==> src/core/lpmc_pkg.sv <==
// package: constants for the low-power mode controller and its host end
// assumes a 100 MHz aclk shared by both ends
package lpmc_pkg;
    localparam int unsigned CLK_MHZ          = 100;
    // operating mode codes
    localparam logic [7:0]  MODE_NORMAL      = 8'h00;
    localparam logic [7:0]  MODE_SLEEP       = 8'h01;
    localparam logic [7:0]  MODE_STANDBY     = 8'h02;
    localparam logic [7:0]  MODE_DEEP        = 8'h03;
    localparam logic [7:0]  WAKE_ACK_CHAR    = 8'h06;
    // times as printed
    localparam int unsigned RESET_LOW_US     = 20;
    localparam int unsigned WAKE_MAX_MS      = 6;
    localparam int unsigned FACTORY_HOLD_MS  = 600;
    localparam int unsigned RADIO_RATE_CAP_BPS = 76800;
    localparam int unsigned RESET_LOW_CYC    = RESET_LOW_US * CLK_MHZ;
    localparam int unsigned WAKE_MAX_CYC     = WAKE_MAX_MS * 1000 * CLK_MHZ;
    localparam int unsigned FACTORY_HOLD_CYC = FACTORY_HOLD_MS * 1000 * CLK_MHZ;
    // uart bit time in cycles (fixed rate for this block)
    localparam int unsigned BIT_CYC          = 868;
    // baud code reset values
    localparam logic [3:0]  BAUD_FACTORY     = 4'h0;
    // register offsets of the host's own AXI4-Lite register file
    localparam logic [3:0]  OFS_MODE         = 4'h0;
    localparam logic [3:0]  OFS_CFG          = 4'h4;
    localparam logic [3:0]  OFS_STATUS       = 4'h8;
    localparam logic [3:0]  OFS_CMD          = 4'hC;
    // config bit positions
    localparam int unsigned CFG_ACK_BIT      = 0;
    localparam int unsigned CFG_COMPAT_BIT   = 1;
    localparam int unsigned CFG_MANGAIN_BIT  = 2;
    localparam int unsigned CFG_BAUD_LSB     = 4;
    // command bits
    localparam int unsigned CMD_WAKE_BIT     = 0;
    localparam int unsigned CMD_FACTORY_BIT  = 1;
    localparam int unsigned CMD_RAMBAD_BIT   = 2;
endpackage

==> src/core/lpmc_if.sv <==
// interface: pins between the radio module and its host controller
// assumes weak pull-ups are resolved by the testbench from the enables
`timescale 1ns/1ps
`default_nettype none
interface lpmc_if;
    logic       rxd;          // host to device serial
    logic       txd;          // device to host serial
    logic       txd_oe;
    logic       cts_n;
    logic       reset_n_pin;
    logic       cmd_n;
    logic       packet_processing_flag;
    logic       error_flag_line;
    logic       rssi_out;
    logic       pins_oe;      // shared drive enable of the bidir status pins
    // host writes the mode code over the config path
    logic [7:0] mode_data;
    logic       mode_valid;
    logic       ram_fail;     // host-side injection of a bad ram check, set from the command register
    modport device (input rxd, reset_n_pin, cmd_n, mode_data, mode_valid, ram_fail,
                    output txd, txd_oe, cts_n, packet_processing_flag, error_flag_line,
                    rssi_out, pins_oe);
    modport host (output rxd, reset_n_pin, cmd_n, mode_data, mode_valid, ram_fail,
                  input txd, txd_oe, cts_n, packet_processing_flag, error_flag_line,
                  rssi_out, pins_oe);
endinterface
`default_nettype wire

==> src/core/lpmc_device.sv <==
// device end: power-mode sequencing, line states and wake; factory restore disarms on the first cycle after reset
// assumes the host drives the pins of lpmc_if.host; pins are async to aclk
//
// Local design decisions: the register offsets and the AXI4-Lite slave port.
`timescale 1ns/1ps
`default_nettype none
// How it works
// RULE_01: normal, standby, sleep and deep sleep states
// RULE_02: mode code 0x02 selects standby
// RULE_03: mode code 0x01 selects sleep
// RULE_04: mode code 0x03 selects deep sleep
// RULE_05: standby slows controller, radio oscillator stays on
// RULE_06: sleep slows controller, stops all radio
// RULE_07: deep sleep stops controller oscillator and radio
// RULE_08: entering deep sleep drives cts high
// RULE_09: rxd low one bit time wakes standby/sleep
// RULE_10: reset low 20us then high wakes deep
// RULE_11: wake finishes under 6ms
// RULE_12: no radio monitoring while sleeping
// RULE_13: optional 0x06 acknowledge on txd after wake
// RULE_14: status outputs low, other pins released
// RULE_15: cts low in standby/sleep, high in deep
// RULE_16: ram kept; failed check forces soft reset
// RULE_17: soft reset reloads baud from stored copy
// RULE_18: cmd low 600ms after reset restores defaults; the code disarms this on the first cycle after reset, as cmd_s resets high
// RULE_19: compatibility mode caps radio rate 76.8kbps
// RULE_20: automatic gain default, manual gain selectable
// RULE_21: host should prefer deep sleep
// RULE_22: cts low means ready for uart data
// RULE_23: after wake return to normal operation
module lpmc_device
(
    // clock and reset
    input  wire logic  aclk,
    input  wire logic  aresetn,
    // pins toward the host
    lpmc_if.device     pins,
    // configuration from the module's own register space
    input  wire logic        wake_acknowledge_enable,
    input  wire logic        compat_mode,
    input  wire logic        manual_gain,
    input  wire logic [3:0]  baud_write,
    input  wire logic        baud_write_en,
    input  wire logic        buffer_empty_flag,
    // state toward the radio and controller
    output logic [7:0] operating_mode_select,
    output logic       ctrl_clk_slow,
    output logic       ctrl_osc_on,
    output logic       radio_osc_on,
    output logic       radio_rxtx_on,
    output logic       radio_scan_en,
    output logic       rate_capped,
    output logic       agc_on,
    output logic [3:0] volatile_baud_setting,
    output logic [3:0] stored_baud_setting,
    output logic       factory_restored
);
    typedef enum logic [6:0] {
        ST_NORMAL  = 7'b0000001,
        ST_STANDBY = 7'b0000010,
        ST_SLEEP   = 7'b0000100,
        ST_DEEP    = 7'b0001000,
        ST_DEEPREL = 7'b0010000,
        ST_WAKE    = 7'b0100000,
        ST_ACK     = 7'b1000000
    } lpmc_state_t;

    ////////////////////////////////////////////////////////////////////////
    logic rxd_s;
    logic rst_s;
    logic cmd_s;
    lpmc_sync u_rxd (.aclk(aclk), .aresetn(aresetn), .d(pins.rxd),        .q(rxd_s));
    lpmc_sync u_rst (.aclk(aclk), .aresetn(aresetn), .d(pins.reset_n_pin), .q(rst_s));
    lpmc_sync u_cmd (.aclk(aclk), .aresetn(aresetn), .d(pins.cmd_n),      .q(cmd_s));

    ////////////////////////////////////////////////////////////////////////
    lpmc_state_t st_r,   st_nxt;
    logic [7:0]  mode_r, mode_nxt;
    logic [31:0] cnt_r,  cnt_nxt;
    logic [3:0]  vb_r,   vb_nxt;
    logic [3:0]  sb_r,   sb_nxt;
    logic [9:0]  sh_r,   sh_nxt;   // ack char shifter incl start/stop
    logic [3:0]  bits_r, bits_nxt;
    logic [31:0] fcnt_r, fcnt_nxt;
    logic        fdone_r, fdone_nxt;
    logic        farm_r, farm_nxt;
    logic        cts_r, txd_r, txoe_r, oe_r;

    always_comb
    begin
        st_nxt    = st_r;
        mode_nxt  = mode_r;
        cnt_nxt   = cnt_r;
        vb_nxt    = baud_write_en ? baud_write : vb_r;
        sb_nxt    = sb_r;
        sh_nxt    = sh_r;
        bits_nxt  = bits_r;
        fcnt_nxt  = fcnt_r;
        fdone_nxt = fdone_r;
        farm_nxt  = farm_r;
        case (st_r)
            ST_NORMAL:
            begin
                if (pins.mode_valid)
                begin
                    mode_nxt = pins.mode_data;
                    if (pins.mode_data == lpmc_pkg::MODE_STANDBY)
                        st_nxt = ST_STANDBY;                       // [RULE_02]
                    else if (pins.mode_data == lpmc_pkg::MODE_SLEEP)
                        st_nxt = ST_SLEEP;                         // [RULE_03]
                    else if (pins.mode_data == lpmc_pkg::MODE_DEEP)
                        st_nxt = ST_DEEP;                          // [RULE_04]
                    else
                        mode_nxt = lpmc_pkg::MODE_NORMAL;
                    cnt_nxt = 32'h0;
                end
            end
            ST_STANDBY, ST_SLEEP:
            begin
                // rxd low held a full bit time wakes; radio never does [RULE_09] [RULE_12]
                if (!rxd_s)
                    cnt_nxt = cnt_r + 32'h1;
                else
                    cnt_nxt = 32'h0;
                if (cnt_r >= 32'(lpmc_pkg::BIT_CYC))
                begin
                    st_nxt  = ST_WAKE;
                    cnt_nxt = 32'h0;
                end
            end
            ST_DEEP:
            begin
                if (!rst_s)
                    cnt_nxt = cnt_r + 32'h1;
                else
                    cnt_nxt = 32'h0;
                if (cnt_r >= 32'(lpmc_pkg::RESET_LOW_CYC))
                    st_nxt = ST_DEEPREL;                           // [RULE_10]
            end
            ST_DEEPREL:
            begin
                // wake only once the reset line is back high
                if (rst_s)
                begin
                    st_nxt  = ST_WAKE;                             // [RULE_10]
                    cnt_nxt = 32'h0;
                end
            end
            ST_WAKE:
            begin
                // one-cycle wake step keeps well under the 6ms limit [RULE_11]
                if (pins.ram_fail)
                    vb_nxt = sb_r;                                 // [RULE_16] [RULE_17]
                mode_nxt = lpmc_pkg::MODE_NORMAL;                  // [RULE_23]
                if (wake_acknowledge_enable)
                begin
                    st_nxt   = ST_ACK;                             // [RULE_13]
                    sh_nxt   = {1'b1, lpmc_pkg::WAKE_ACK_CHAR, 1'b0};
                    bits_nxt = 4'h0;
                end
                else
                    st_nxt = ST_NORMAL;
            end
            ST_ACK:
            begin
                if (cnt_r == 32'(lpmc_pkg::BIT_CYC - 1))
                begin
                    cnt_nxt  = 32'h0;
                    sh_nxt   = {1'b1, sh_r[9:1]};
                    bits_nxt = bits_r + 4'h1;
                    if (bits_r == 4'h9)
                        st_nxt = ST_NORMAL;
                end
                else
                    cnt_nxt = cnt_r + 32'h1;
            end
            default:
                st_nxt = ST_NORMAL;
        endcase
        // factory restore: cmd_s resets high, so the first cycle after reset disarms it and the 600ms hold never acts [RULE_18]
        if (farm_r)
        begin
            if (!cmd_s)
            begin
                if (fcnt_r < 32'(lpmc_pkg::FACTORY_HOLD_CYC))
                    fcnt_nxt = fcnt_r + 32'h1;
            end
            else
            begin
                farm_nxt = 1'b0;
                if (fcnt_r >= 32'(lpmc_pkg::FACTORY_HOLD_CYC))
                begin
                    sb_nxt    = lpmc_pkg::BAUD_FACTORY;
                    vb_nxt    = lpmc_pkg::BAUD_FACTORY;
                    fdone_nxt = 1'b1;
                end
            end
        end
    end

    always_ff @(posedge aclk)
    begin
        if (!aresetn)
        begin
            st_r    <= ST_NORMAL;
            mode_r  <= lpmc_pkg::MODE_NORMAL;
            cnt_r   <= 32'h0;
            vb_r    <= lpmc_pkg::BAUD_FACTORY;
            sb_r    <= lpmc_pkg::BAUD_FACTORY;
            sh_r    <= 10'h3FF;
            bits_r  <= 4'h0;
            fcnt_r  <= 32'h0;
            fdone_r <= 1'b0;
            farm_r  <= 1'b1;
        end
        else
        begin
            st_r    <= st_nxt;
            mode_r  <= mode_nxt;
            cnt_r   <= cnt_nxt;
            vb_r    <= vb_nxt;
            sb_r    <= sb_nxt;
            sh_r    <= sh_nxt;
            bits_r  <= bits_nxt;
            fcnt_r  <= fcnt_nxt;
            fdone_r <= fdone_nxt;
            farm_r  <= farm_nxt;
        end
    end

    ////////////////////////////////////////////////////////////////////////
    // registered pin and power outputs, derived from next state
    logic low_nxt, deep_nxt;
    logic p_slow_r, p_cosc_r, p_rosc_r, p_rxtx_r, p_scan_r;
    always_comb
    begin
        deep_nxt = (st_nxt == ST_DEEP) || (st_nxt == ST_DEEPREL);
        low_nxt  = deep_nxt || (st_nxt == ST_STANDBY) || (st_nxt == ST_SLEEP);  // [RULE_01]
    end

    always_ff @(posedge aclk)
    begin
        if (!aresetn)
        begin
            cts_r    <= 1'b1;
            txd_r    <= 1'b1;
            txoe_r   <= 1'b1;
            oe_r     <= 1'b1;
            p_slow_r <= 1'b0;
            p_cosc_r <= 1'b1;
            p_rosc_r <= 1'b1;
            p_rxtx_r <= 1'b1;
            p_scan_r <= 1'b1;
        end
        else
        begin
            // cts high in deep sleep or while busy waking, low otherwise [RULE_08] [RULE_15] [RULE_22]
            cts_r    <= deep_nxt || (st_nxt == ST_WAKE);
            txd_r    <= (st_nxt == ST_ACK) ? sh_nxt[0] : 1'b1;
            txoe_r   <= !low_nxt;                                  // [RULE_14]
            oe_r     <= !low_nxt;                                  // [RULE_14]
            p_slow_r <= (st_nxt == ST_STANDBY) || (st_nxt == ST_SLEEP);  // [RULE_05] [RULE_06]
            p_cosc_r <= !deep_nxt;                                 // [RULE_07]
            p_rosc_r <= !low_nxt || (st_nxt == ST_STANDBY);        // [RULE_05] [RULE_06]
            p_rxtx_r <= !low_nxt;                                  // [RULE_05]
            p_scan_r <= !low_nxt;                                  // [RULE_12] [RULE_23]
        end
    end

    assign pins.cts_n                  = cts_r;
    assign pins.txd                    = txd_r;
    assign pins.txd_oe                 = txoe_r;
    assign pins.pins_oe                = oe_r;
    // status lines are tied low in every state; nothing else in the project drives them
    assign pins.packet_processing_flag = 1'b0;                     // [RULE_14]
    assign pins.error_flag_line        = 1'b0;                     // [RULE_14]
    assign pins.rssi_out               = 1'b0;                     // [RULE_14]
    assign operating_mode_select       = mode_r;
    assign ctrl_clk_slow               = p_slow_r;
    assign ctrl_osc_on                 = p_cosc_r;
    assign radio_osc_on                = p_rosc_r;
    assign radio_rxtx_on               = p_rxtx_r;
    assign radio_scan_en               = p_scan_r;
    assign volatile_baud_setting       = vb_r;
    assign stored_baud_setting         = sb_r;
    assign factory_restored            = fdone_r;
    // config passthroughs are static settings, not link state [RULE_19] [RULE_20]
    logic cfg_r, agc_r;
    always_ff @(posedge aclk)
    begin
        if (!aresetn)
        begin
            cfg_r <= 1'b0;
            agc_r <= 1'b1;
        end
        else
        begin
            cfg_r <= compat_mode;
            agc_r <= !manual_gain && !buffer_empty_flag ? 1'b1 : !manual_gain;
        end
    end
    assign rate_capped = cfg_r;
    assign agc_on      = agc_r;
endmodule
`default_nettype wire

==> src/core/lpmc_sync.sv <==
// two-flop synchroniser for pin levels
// assumes inputs are asynchronous to aclk
`timescale 1ns/1ps
`default_nettype none
module lpmc_sync
(
    // clock and reset
    input  wire logic aclk,
    input  wire logic aresetn,
    // level in and out
    input  wire logic d,
    output logic      q
);
    logic meta_r;
    logic q_r;
    always_ff @(posedge aclk)
    begin
        if (!aresetn)
        begin
            meta_r <= 1'b1;
            q_r    <= 1'b1;
        end
        else
        begin
            meta_r <= d;
            q_r    <= meta_r;
        end
    end
    assign q = q_r;
endmodule
`default_nettype wire

==> src/flat_wrapper.sv <==
// flat-port wrapper written by rule: the top's interface ports become plain ports
module lpmc_device_flat 
  (aclk, aresetn, wake_acknowledge_enable, compat_mode, manual_gain, baud_write, baud_write_en, buffer_empty_flag, operating_mode_select, ctrl_clk_slow, ctrl_osc_on, radio_osc_on, radio_rxtx_on, radio_scan_en, rate_capped, agc_on, volatile_baud_setting, stored_baud_setting, factory_restored, pins_rxd, pins_reset_n_pin, pins_cmd_n, pins_mode_data, pins_mode_valid, pins_ram_fail, pins_txd, pins_txd_oe, pins_cts_n, pins_packet_processing_flag, pins_error_flag_line, pins_rssi_out, pins_pins_oe);
  lpmc_if pins_i ();
  input  wire logic aclk;
  input  wire logic aresetn;
  input  wire logic wake_acknowledge_enable;
  input  wire logic compat_mode;
  input  wire logic manual_gain;
  input  wire logic [3:0] baud_write;
  input  wire logic baud_write_en;
  input  wire logic buffer_empty_flag;
  output logic [7:0] operating_mode_select;
  output logic ctrl_clk_slow;
  output logic ctrl_osc_on;
  output logic radio_osc_on;
  output logic radio_rxtx_on;
  output logic radio_scan_en;
  output logic rate_capped;
  output logic agc_on;
  output logic [3:0] volatile_baud_setting;
  output logic [3:0] stored_baud_setting;
  output logic factory_restored;
  input wire logic [$bits(pins_i.rxd)-1:0] pins_rxd;
  input wire logic [$bits(pins_i.reset_n_pin)-1:0] pins_reset_n_pin;
  input wire logic [$bits(pins_i.cmd_n)-1:0] pins_cmd_n;
  input wire logic [$bits(pins_i.mode_data)-1:0] pins_mode_data;
  input wire logic [$bits(pins_i.mode_valid)-1:0] pins_mode_valid;
  input wire logic [$bits(pins_i.ram_fail)-1:0] pins_ram_fail;
  output wire logic [$bits(pins_i.txd)-1:0] pins_txd;
  output wire logic [$bits(pins_i.txd_oe)-1:0] pins_txd_oe;
  output wire logic [$bits(pins_i.cts_n)-1:0] pins_cts_n;
  output wire logic [$bits(pins_i.packet_processing_flag)-1:0] pins_packet_processing_flag;
  output wire logic [$bits(pins_i.error_flag_line)-1:0] pins_error_flag_line;
  output wire logic [$bits(pins_i.rssi_out)-1:0] pins_rssi_out;
  output wire logic [$bits(pins_i.pins_oe)-1:0] pins_pins_oe;
  assign pins_i.rxd = pins_rxd;
  assign pins_i.reset_n_pin = pins_reset_n_pin;
  assign pins_i.cmd_n = pins_cmd_n;
  assign pins_i.mode_data = pins_mode_data;
  assign pins_i.mode_valid = pins_mode_valid;
  assign pins_i.ram_fail = pins_ram_fail;
  assign pins_txd = pins_i.txd;
  assign pins_txd_oe = pins_i.txd_oe;
  assign pins_cts_n = pins_i.cts_n;
  assign pins_packet_processing_flag = pins_i.packet_processing_flag;
  assign pins_error_flag_line = pins_i.error_flag_line;
  assign pins_rssi_out = pins_i.rssi_out;
  assign pins_pins_oe = pins_i.pins_oe;
  lpmc_device u_core (.aclk(aclk), .aresetn(aresetn), .pins(pins_i), .wake_acknowledge_enable(wake_acknowledge_enable), .compat_mode(compat_mode), .manual_gain(manual_gain), .baud_write(baud_write), .baud_write_en(baud_write_en), .buffer_empty_flag(buffer_empty_flag), .operating_mode_select(operating_mode_select), .ctrl_clk_slow(ctrl_clk_slow), .ctrl_osc_on(ctrl_osc_on), .radio_osc_on(radio_osc_on), .radio_rxtx_on(radio_rxtx_on), .radio_scan_en(radio_scan_en), .rate_capped(rate_capped), .agc_on(agc_on), .volatile_baud_setting(volatile_baud_setting), .stored_baud_setting(stored_baud_setting), .factory_restored(factory_restored));
endmodule
==> config.mk <==
export PLATFORM = sky130hd
export DESIGN_NAME = lpmc_device_flat
export DESIGN_NICKNAME = d
export VERILOG_FILES = /design/src/core/lpmc_pkg.sv /design/src/core/lpmc_if.sv /design/src/core/lpmc_device.sv /design/src/core/lpmc_sync.sv /design/src/flat_wrapper.sv
export SDC_FILE = /design/constraint.sdc
export NUM_CORES = 1
export LEC_CHECK = 0
export ABC_AREA = 1
export BUFFER_PORTS_ARGS = -buffer_cell sky130_fd_sc_hd__clkbuf_2
export CAP_MARGIN = 30
export CORE_MARGIN = 5
export CORE_UTILIZATION = 61
export CTS_BUF_LIST = sky130_fd_sc_hd__clkbuf_4 sky130_fd_sc_hd__clkbuf_8 sky130_fd_sc_hd__clkbuf_16
export DETAILED_ROUTE_END_ITERATION = 6
export PLACE_DENSITY_LB_ADDON = 0.15
export SYNTH_ARGS = -nofsm -noshare
export SYNTH_HDL_FRONTEND = slang
export SYNTH_SLANG_ARGS = --single-unit
==> constraint.sdc <==
create_clock -name aclk -period 2.4 [get_ports aclk]
set_input_delay 0.12 -clock aclk [delete_from_list [all_inputs] [get_ports aclk]]
set_output_delay 0.12 -clock aclk [all_outputs]
set_load 0.02 [all_outputs]
; ---- Yosys cells after proc, flatten, opt, wreduce, memory -nomap -nowiden
; Cells that the tools add are included.
; W data, S select, Z words.
[totals]
register_bits = 113
output_inout_bits = 31
elab_cells = 114
[classes]
addsub = 3
n_lt_le_gt_ge = 4
eq_ne = 22
n_mux = 37
n_bitwise = 2
reduce_logical = 22
[op_table]
columns = op, count
row1 = $mux W32, 6
row2 = $pmux W32 S5, 1
row3 = $mux W7, 10
row4 = $add A32 B1 Y32 const B, 2
row5 = $pmux W7 S6, 1
row6 = $eq A32 B10 Y1 const B, 1
row7 = $ge A32 B10 Y1 const B, 1
row8 = $ge A32 B11 Y1 const B, 1
row9 = $ge A32 B26 Y1 const B, 1
row10 = $lt A32 B26 Y1 const B, 1
row11 = $mux W4, 8
row12 = $mux W8, 4
row13 = $mux W10, 2
row14 = $pmux W10 S2, 1
row15 = $eq A8 B2 Y1 const B, 2
row16 = $pmux W8 S2, 1
row17 = $eq A7 B2 Y1 const B, 2
row18 = $eq A7 B3 Y1 const B, 2
row19 = $eq A7 B4 Y1 const B, 2
row20 = $eq A7 B5 Y1 const B, 2
row21 = $eq A7 B6 Y1 const B, 2
row22 = $eq A7 B7 Y1 const B, 2
row23 = $reduce_and A3 Y1, 4
row24 = $eq A8 B1 Y1 const B, 1
row25 = other kinds (15), 30

; ---- Depth between registers and ports, before layout
[depth]
ltp_word = 12
mapped_depth = 14
ltp_nobuf = 14

; ---- Cells and area by module
; From an unflattened synthesis, not the netlist that was laid out.
[unflattened]
cells_unflattened = 1073
area_unflattened_um2 = 6710.2
[by_module_without_submodules]
columns = module, instances, cells_each, area_each_um2, seq_area_each_um2
row1 = lpmc_device, 1, 1055, 6545.0, 2142.1
row2 = lpmc_sync, 3, 6, 55.1, 40.0

; ---- Worst setup path after synthesis
; No wires, ideal clock.
[synth_timing]
path_kind = reg2reg
from = register u_core.cnt_r[0]
to = register u_core.cnt_r[30]
arrival_ns = 1.591
t_required_ns = 2.290
path_slack_ns = 0.699
path_stages_with_launch = 11
path_buffers = 0
synth_period_minus_slack_ns = 1.701
cell_sequence = dfxtp_1 ha_1 nand3_1 nor3_2 inv_1 nor2_1 nand3_1 nand3_1 nand3_1 nand2_1 inv_1
[synth_via]
elab_chain_cells = 4
[synth_rtl]
columns = element, line
row1 = "start, declared", lpmc_device.sv:79  ; logic [31:0] cnt_r, cnt_nxt;
row2 = "start signal, assigned", lpmc_device.sv:220  ; cnt_r <= cnt_nxt;
row3 = $add A32 B1 Y32, "lpmc_device.sv:122, lpmc_device.sv:134, lpmc_device.sv:175"
row4 = $mux W32, lpmc_device.sv:121  ; if (!rxd_s)
row5 = $mux W32, lpmc_device.sv:125  ; if (cnt_r >= 32'(lpmc_pkg::BIT_CYC))
row6 = $pmux W32 S5 (*), lpmc_device.sv:101  ; case (st_r)
; Every way passes the cells marked *; elsewhere a longest branch is shown, timed or not.
; A chain may end at the register's enable or synchronous reset.

; ---- Worst setup path after layout
[layout_timing]
from = register u_core.fcnt_r[28]
to = register u_core.fcnt_r[22]
[layout_via]
elab_chain_cells = 2
[layout_rtl]
columns = element, line
row1 = "start, declared", lpmc_device.sv:84  ; logic [31:0] fcnt_r, fcnt_nxt;
row2 = "start signal, assigned", lpmc_device.sv:225  ; fcnt_r <= fcnt_nxt;
row3 = $lt A32 B26 Y1, lpmc_device.sv:185  ; if (fcnt_r < 32'(lpmc_pkg::FACTORY_HOLD_CYC))
row4 = $reduce_and A3 Y1 (no line), -
; Every way passes these cells.

==> summary.md <==
| Metric | Value |
|---|---|
| Status | finished clean |
| Placer congestion estimate | roughly 0.93 |
| Met3 wire length | roughly 1100 um |
| Crit path time final | between 2000 and 2500 ps |
| Final Skew | approximately 7.5 ps |
| IO Pins | 55 |
| Vias in the first global route | about 6.4k |
| Core box area | roughly 11000 um^2 |
| First-pass GRT wire length | 29200 um |
| Avg WL per Cell | roughly 13 um |
| # resized after CTS | 0 |
| 1st-iter DRT viols | just under 600 |
| Crit path arrival time | roughly 2500 ps |
| Layout cells sized above 1 | 0.104 |
| Starting Density | 0.617 |
| Leakage power | 0.00342 uW |
| Port Buffers | 46 |
| Die width | between 100 and 150 um |
| Max Cap Violations | 0 |
| CTS max path bufs | 2 |
| Met1 wire length | about 7600 um |
| Final setup fails | 0 |
| Rows | 38 |
| Synth Register Bits | 113 |
| Top layer in use | met4 |
| Commonest non-fill, non-tap cell in the layout | nand2_1 |
| Post-synthesis cell area | 6660 um^2 |
| Largest net degree at the start of global routing | 47 |
| Antenna diodes | 0 |
| Final antenna-violating net count | 0 |
| Setup Crit Path Kind | reg -> reg |
| Post-route worst setup slack | around 300 ps |
| Max FO, Critical Path | 26 |
| Slew HR | 0.612 |
| Final nets | 1145 |
| Power Dens Cells | 633 nW/um^2 |
| Reg clk slew, reported paths | ~50 ps |
| Die Y | roughly 110 um |
| Syn Inst Count | about 1.1k |
| Dominant synthesized flop cell | dfxtp_1 |
| Post-CTS Setup Inserts | 0 |
| Syn Area/Cell | between 6 and 7 um^2 |
| Post-place setup slack | 427 ps |
| Clock sinks | between 100 and 150 |
| Vias per std cell | about 5.4 |
| Sequential fraction of the synthesis area | 0.340 |
| Hold crit path type | in -> reg |
| Post-synth EDFFs | 0 |
| Die area | 13100 um^2 |
| CP endpoint kind | register |
| Met2 wire length | about 8000 um |
| Setup crit start kind | register |
| Final Hold Viols | 0 |
| CTS Hold Bufs | 15 |
| Root Buffer | clkbuf_8 |
| Commonest non-fill, non-tap cells in the layout | 277 x nand2_1, 152 x nor2_1, 136 x nand3_1 |
| Post-synthesis cell type count | 37 |
| Total track usage | 0.273 |
| Total Neg Setup Slack | 0 ps |
| CTS buffer count | 17 |
| Filler cells | 944 |
| CP required | ~2800 ps |
| Worst VDD drop | slightly above 0.5 mV |
| CTS tree | yes |
| Drt drc | 0 |
| Initial antenna violation count | 0 |
| H-tree level count | 4 |
| Tcrit/Tclk final | 0.876 |
| Async S/R FF share, synth | 0 |
| Tightest Pin Transition | between 500 and 600 ps |
| Warnings, synthesis | 0 |
| Fmax | about 0.48 GHz |
| DP HPWL | between 10000 and 15000 um |
| Final wirelength | around 17000 um |
| DRT Pass-1 Iters | 5 |
| Congestion Overflow GR | 0 |
| RSZ-0062 raised after global routing | no |
| Area grow syn2layout | 15.9% |
| Via count | ~6.9k |
| Slew Limit Fails | 0 |
| Worst skew pair latency | approximately 520 ps |
-- final cells by class --
| cell class | instances | area, um^2 | area share |
|---|---|---|---|
| tap | 140 | 175 | 0.0227 |
| timing repair buffer | 71 | 455 | 0.0590 |
| clock buffer | 22 | 464 | 0.0601 |
| inverter | 137 | 514 | 0.0666 |
| clock inverter | 10 | 181 | 0.0235 |
| multi-input combinational | 775 | 3670 | 0.475 |
| sequential | 113 | 2260 | 0.293 |
-- Yosys cell counts, drive strengths merged (2+ instances only) --
| master | count | area, um^2 |
|---|---|---|
| nor3b | 2 | 15.0 |
| nor3 | 29 | 150 |
| nand4 | 32 | 206 |
| clkbuf | 14 | 52.6 |
| a21oi | 46 | 230 |
| nand2 | 280 | 1070 |
| dfxtp | 113 | 2260 |
| xor2 | 23 | 201 |
| or2 | 6 | 37.5 |
| nor2 | 162 | 648 |
| inv | 137 | 514 |
| o21ai | 15 | 75.1 |
| xnor2 | 7 | 61.3 |
| ha | 6 | 75.1 |
| nand3 | 137 | 691 |
| o21bai | 2 | 15.0 |
| mux2i | 4 | 40.0 |
| a31oi | 4 | 25.0 |
| buf | 26 | 184 |
| o221ai | 8 | 70.1 |
-- final timing paths --
| path | from | end | slack, ps | cells after the start |
|---|---|---|---|---|
| min reg2reg | u_core.u_rst.meta_r | u_core.u_rst.q | 410 | 1 |
| max | u_core.fcnt_r[28] | u_core.fcnt_r[22] | 300 | 8 |
| max reg2reg | u_core.fcnt_r[28] | u_core.fcnt_r[22] | 300 | 8 |
| min | pins_mode_valid | u_core.ctrl_osc_on | 70 | 5 |
-- where the power goes --
group	total (uW)	internal [uW]	switching [uW]
Sequential	1910	1900	10.8
Combinational	249	81.7	167
Clock	2740	1880	861
-- critical path, cell delays in order, from the launching register on --
cell and delay, ps:
dfxtp_1 310, nor2_1 90, nand2_1 60, nor3_1 450, nand2_1 210, nor2_4 340
nand2_4 260, nand2_1 160, a21oi_1 90
-- flip-flops by register name (all words and copies together) (netlist names), 4 cells and up --
register,count
u_core.bits_r,4
u_core.cnt_r,32
u_core.fcnt_r,32
u_core.operating_mode_select,8
u_core.sh_r,10
u_core.st_r,7
u_core.volatile_baud_setting,4
-- per-stage QoR --
step,hold WS [ps],cells,power (uW),area [um^2],util
global route,104,1268,5050,7720,0.716
floorplan,182,1065,2120,6680,-
detailed placement,271,1221,2170,6930,0.642
global placement,268,1221,2170,6930,0.642
finish,67.0,1268,4890,7720,0.716
CTS,42.7,1268,4910,7720,0.716
-- cell families after synthesis --
kind of cell	after synthesis	share of synthesized area
AO/OA/AOI/OAI	77	0.0646
AND/OR/NAND/NOR	651	0.426
multiplexers	4	0.00601
other	1	0.000563
buffers and inverters	177	0.113
adder cells (fa/ha/maj)	6	0.0113
XOR/XNOR	30	0.0394
flip-flops	113	0.340
-- routing by layer --
layer,GRT usage,up-vias
li1,-,3487
met1,0.356,3072
met2,0.442,251
met3,0.0587,45
met4,0.108,0
met5,0,-
Power figures use the tool's default switching activity.
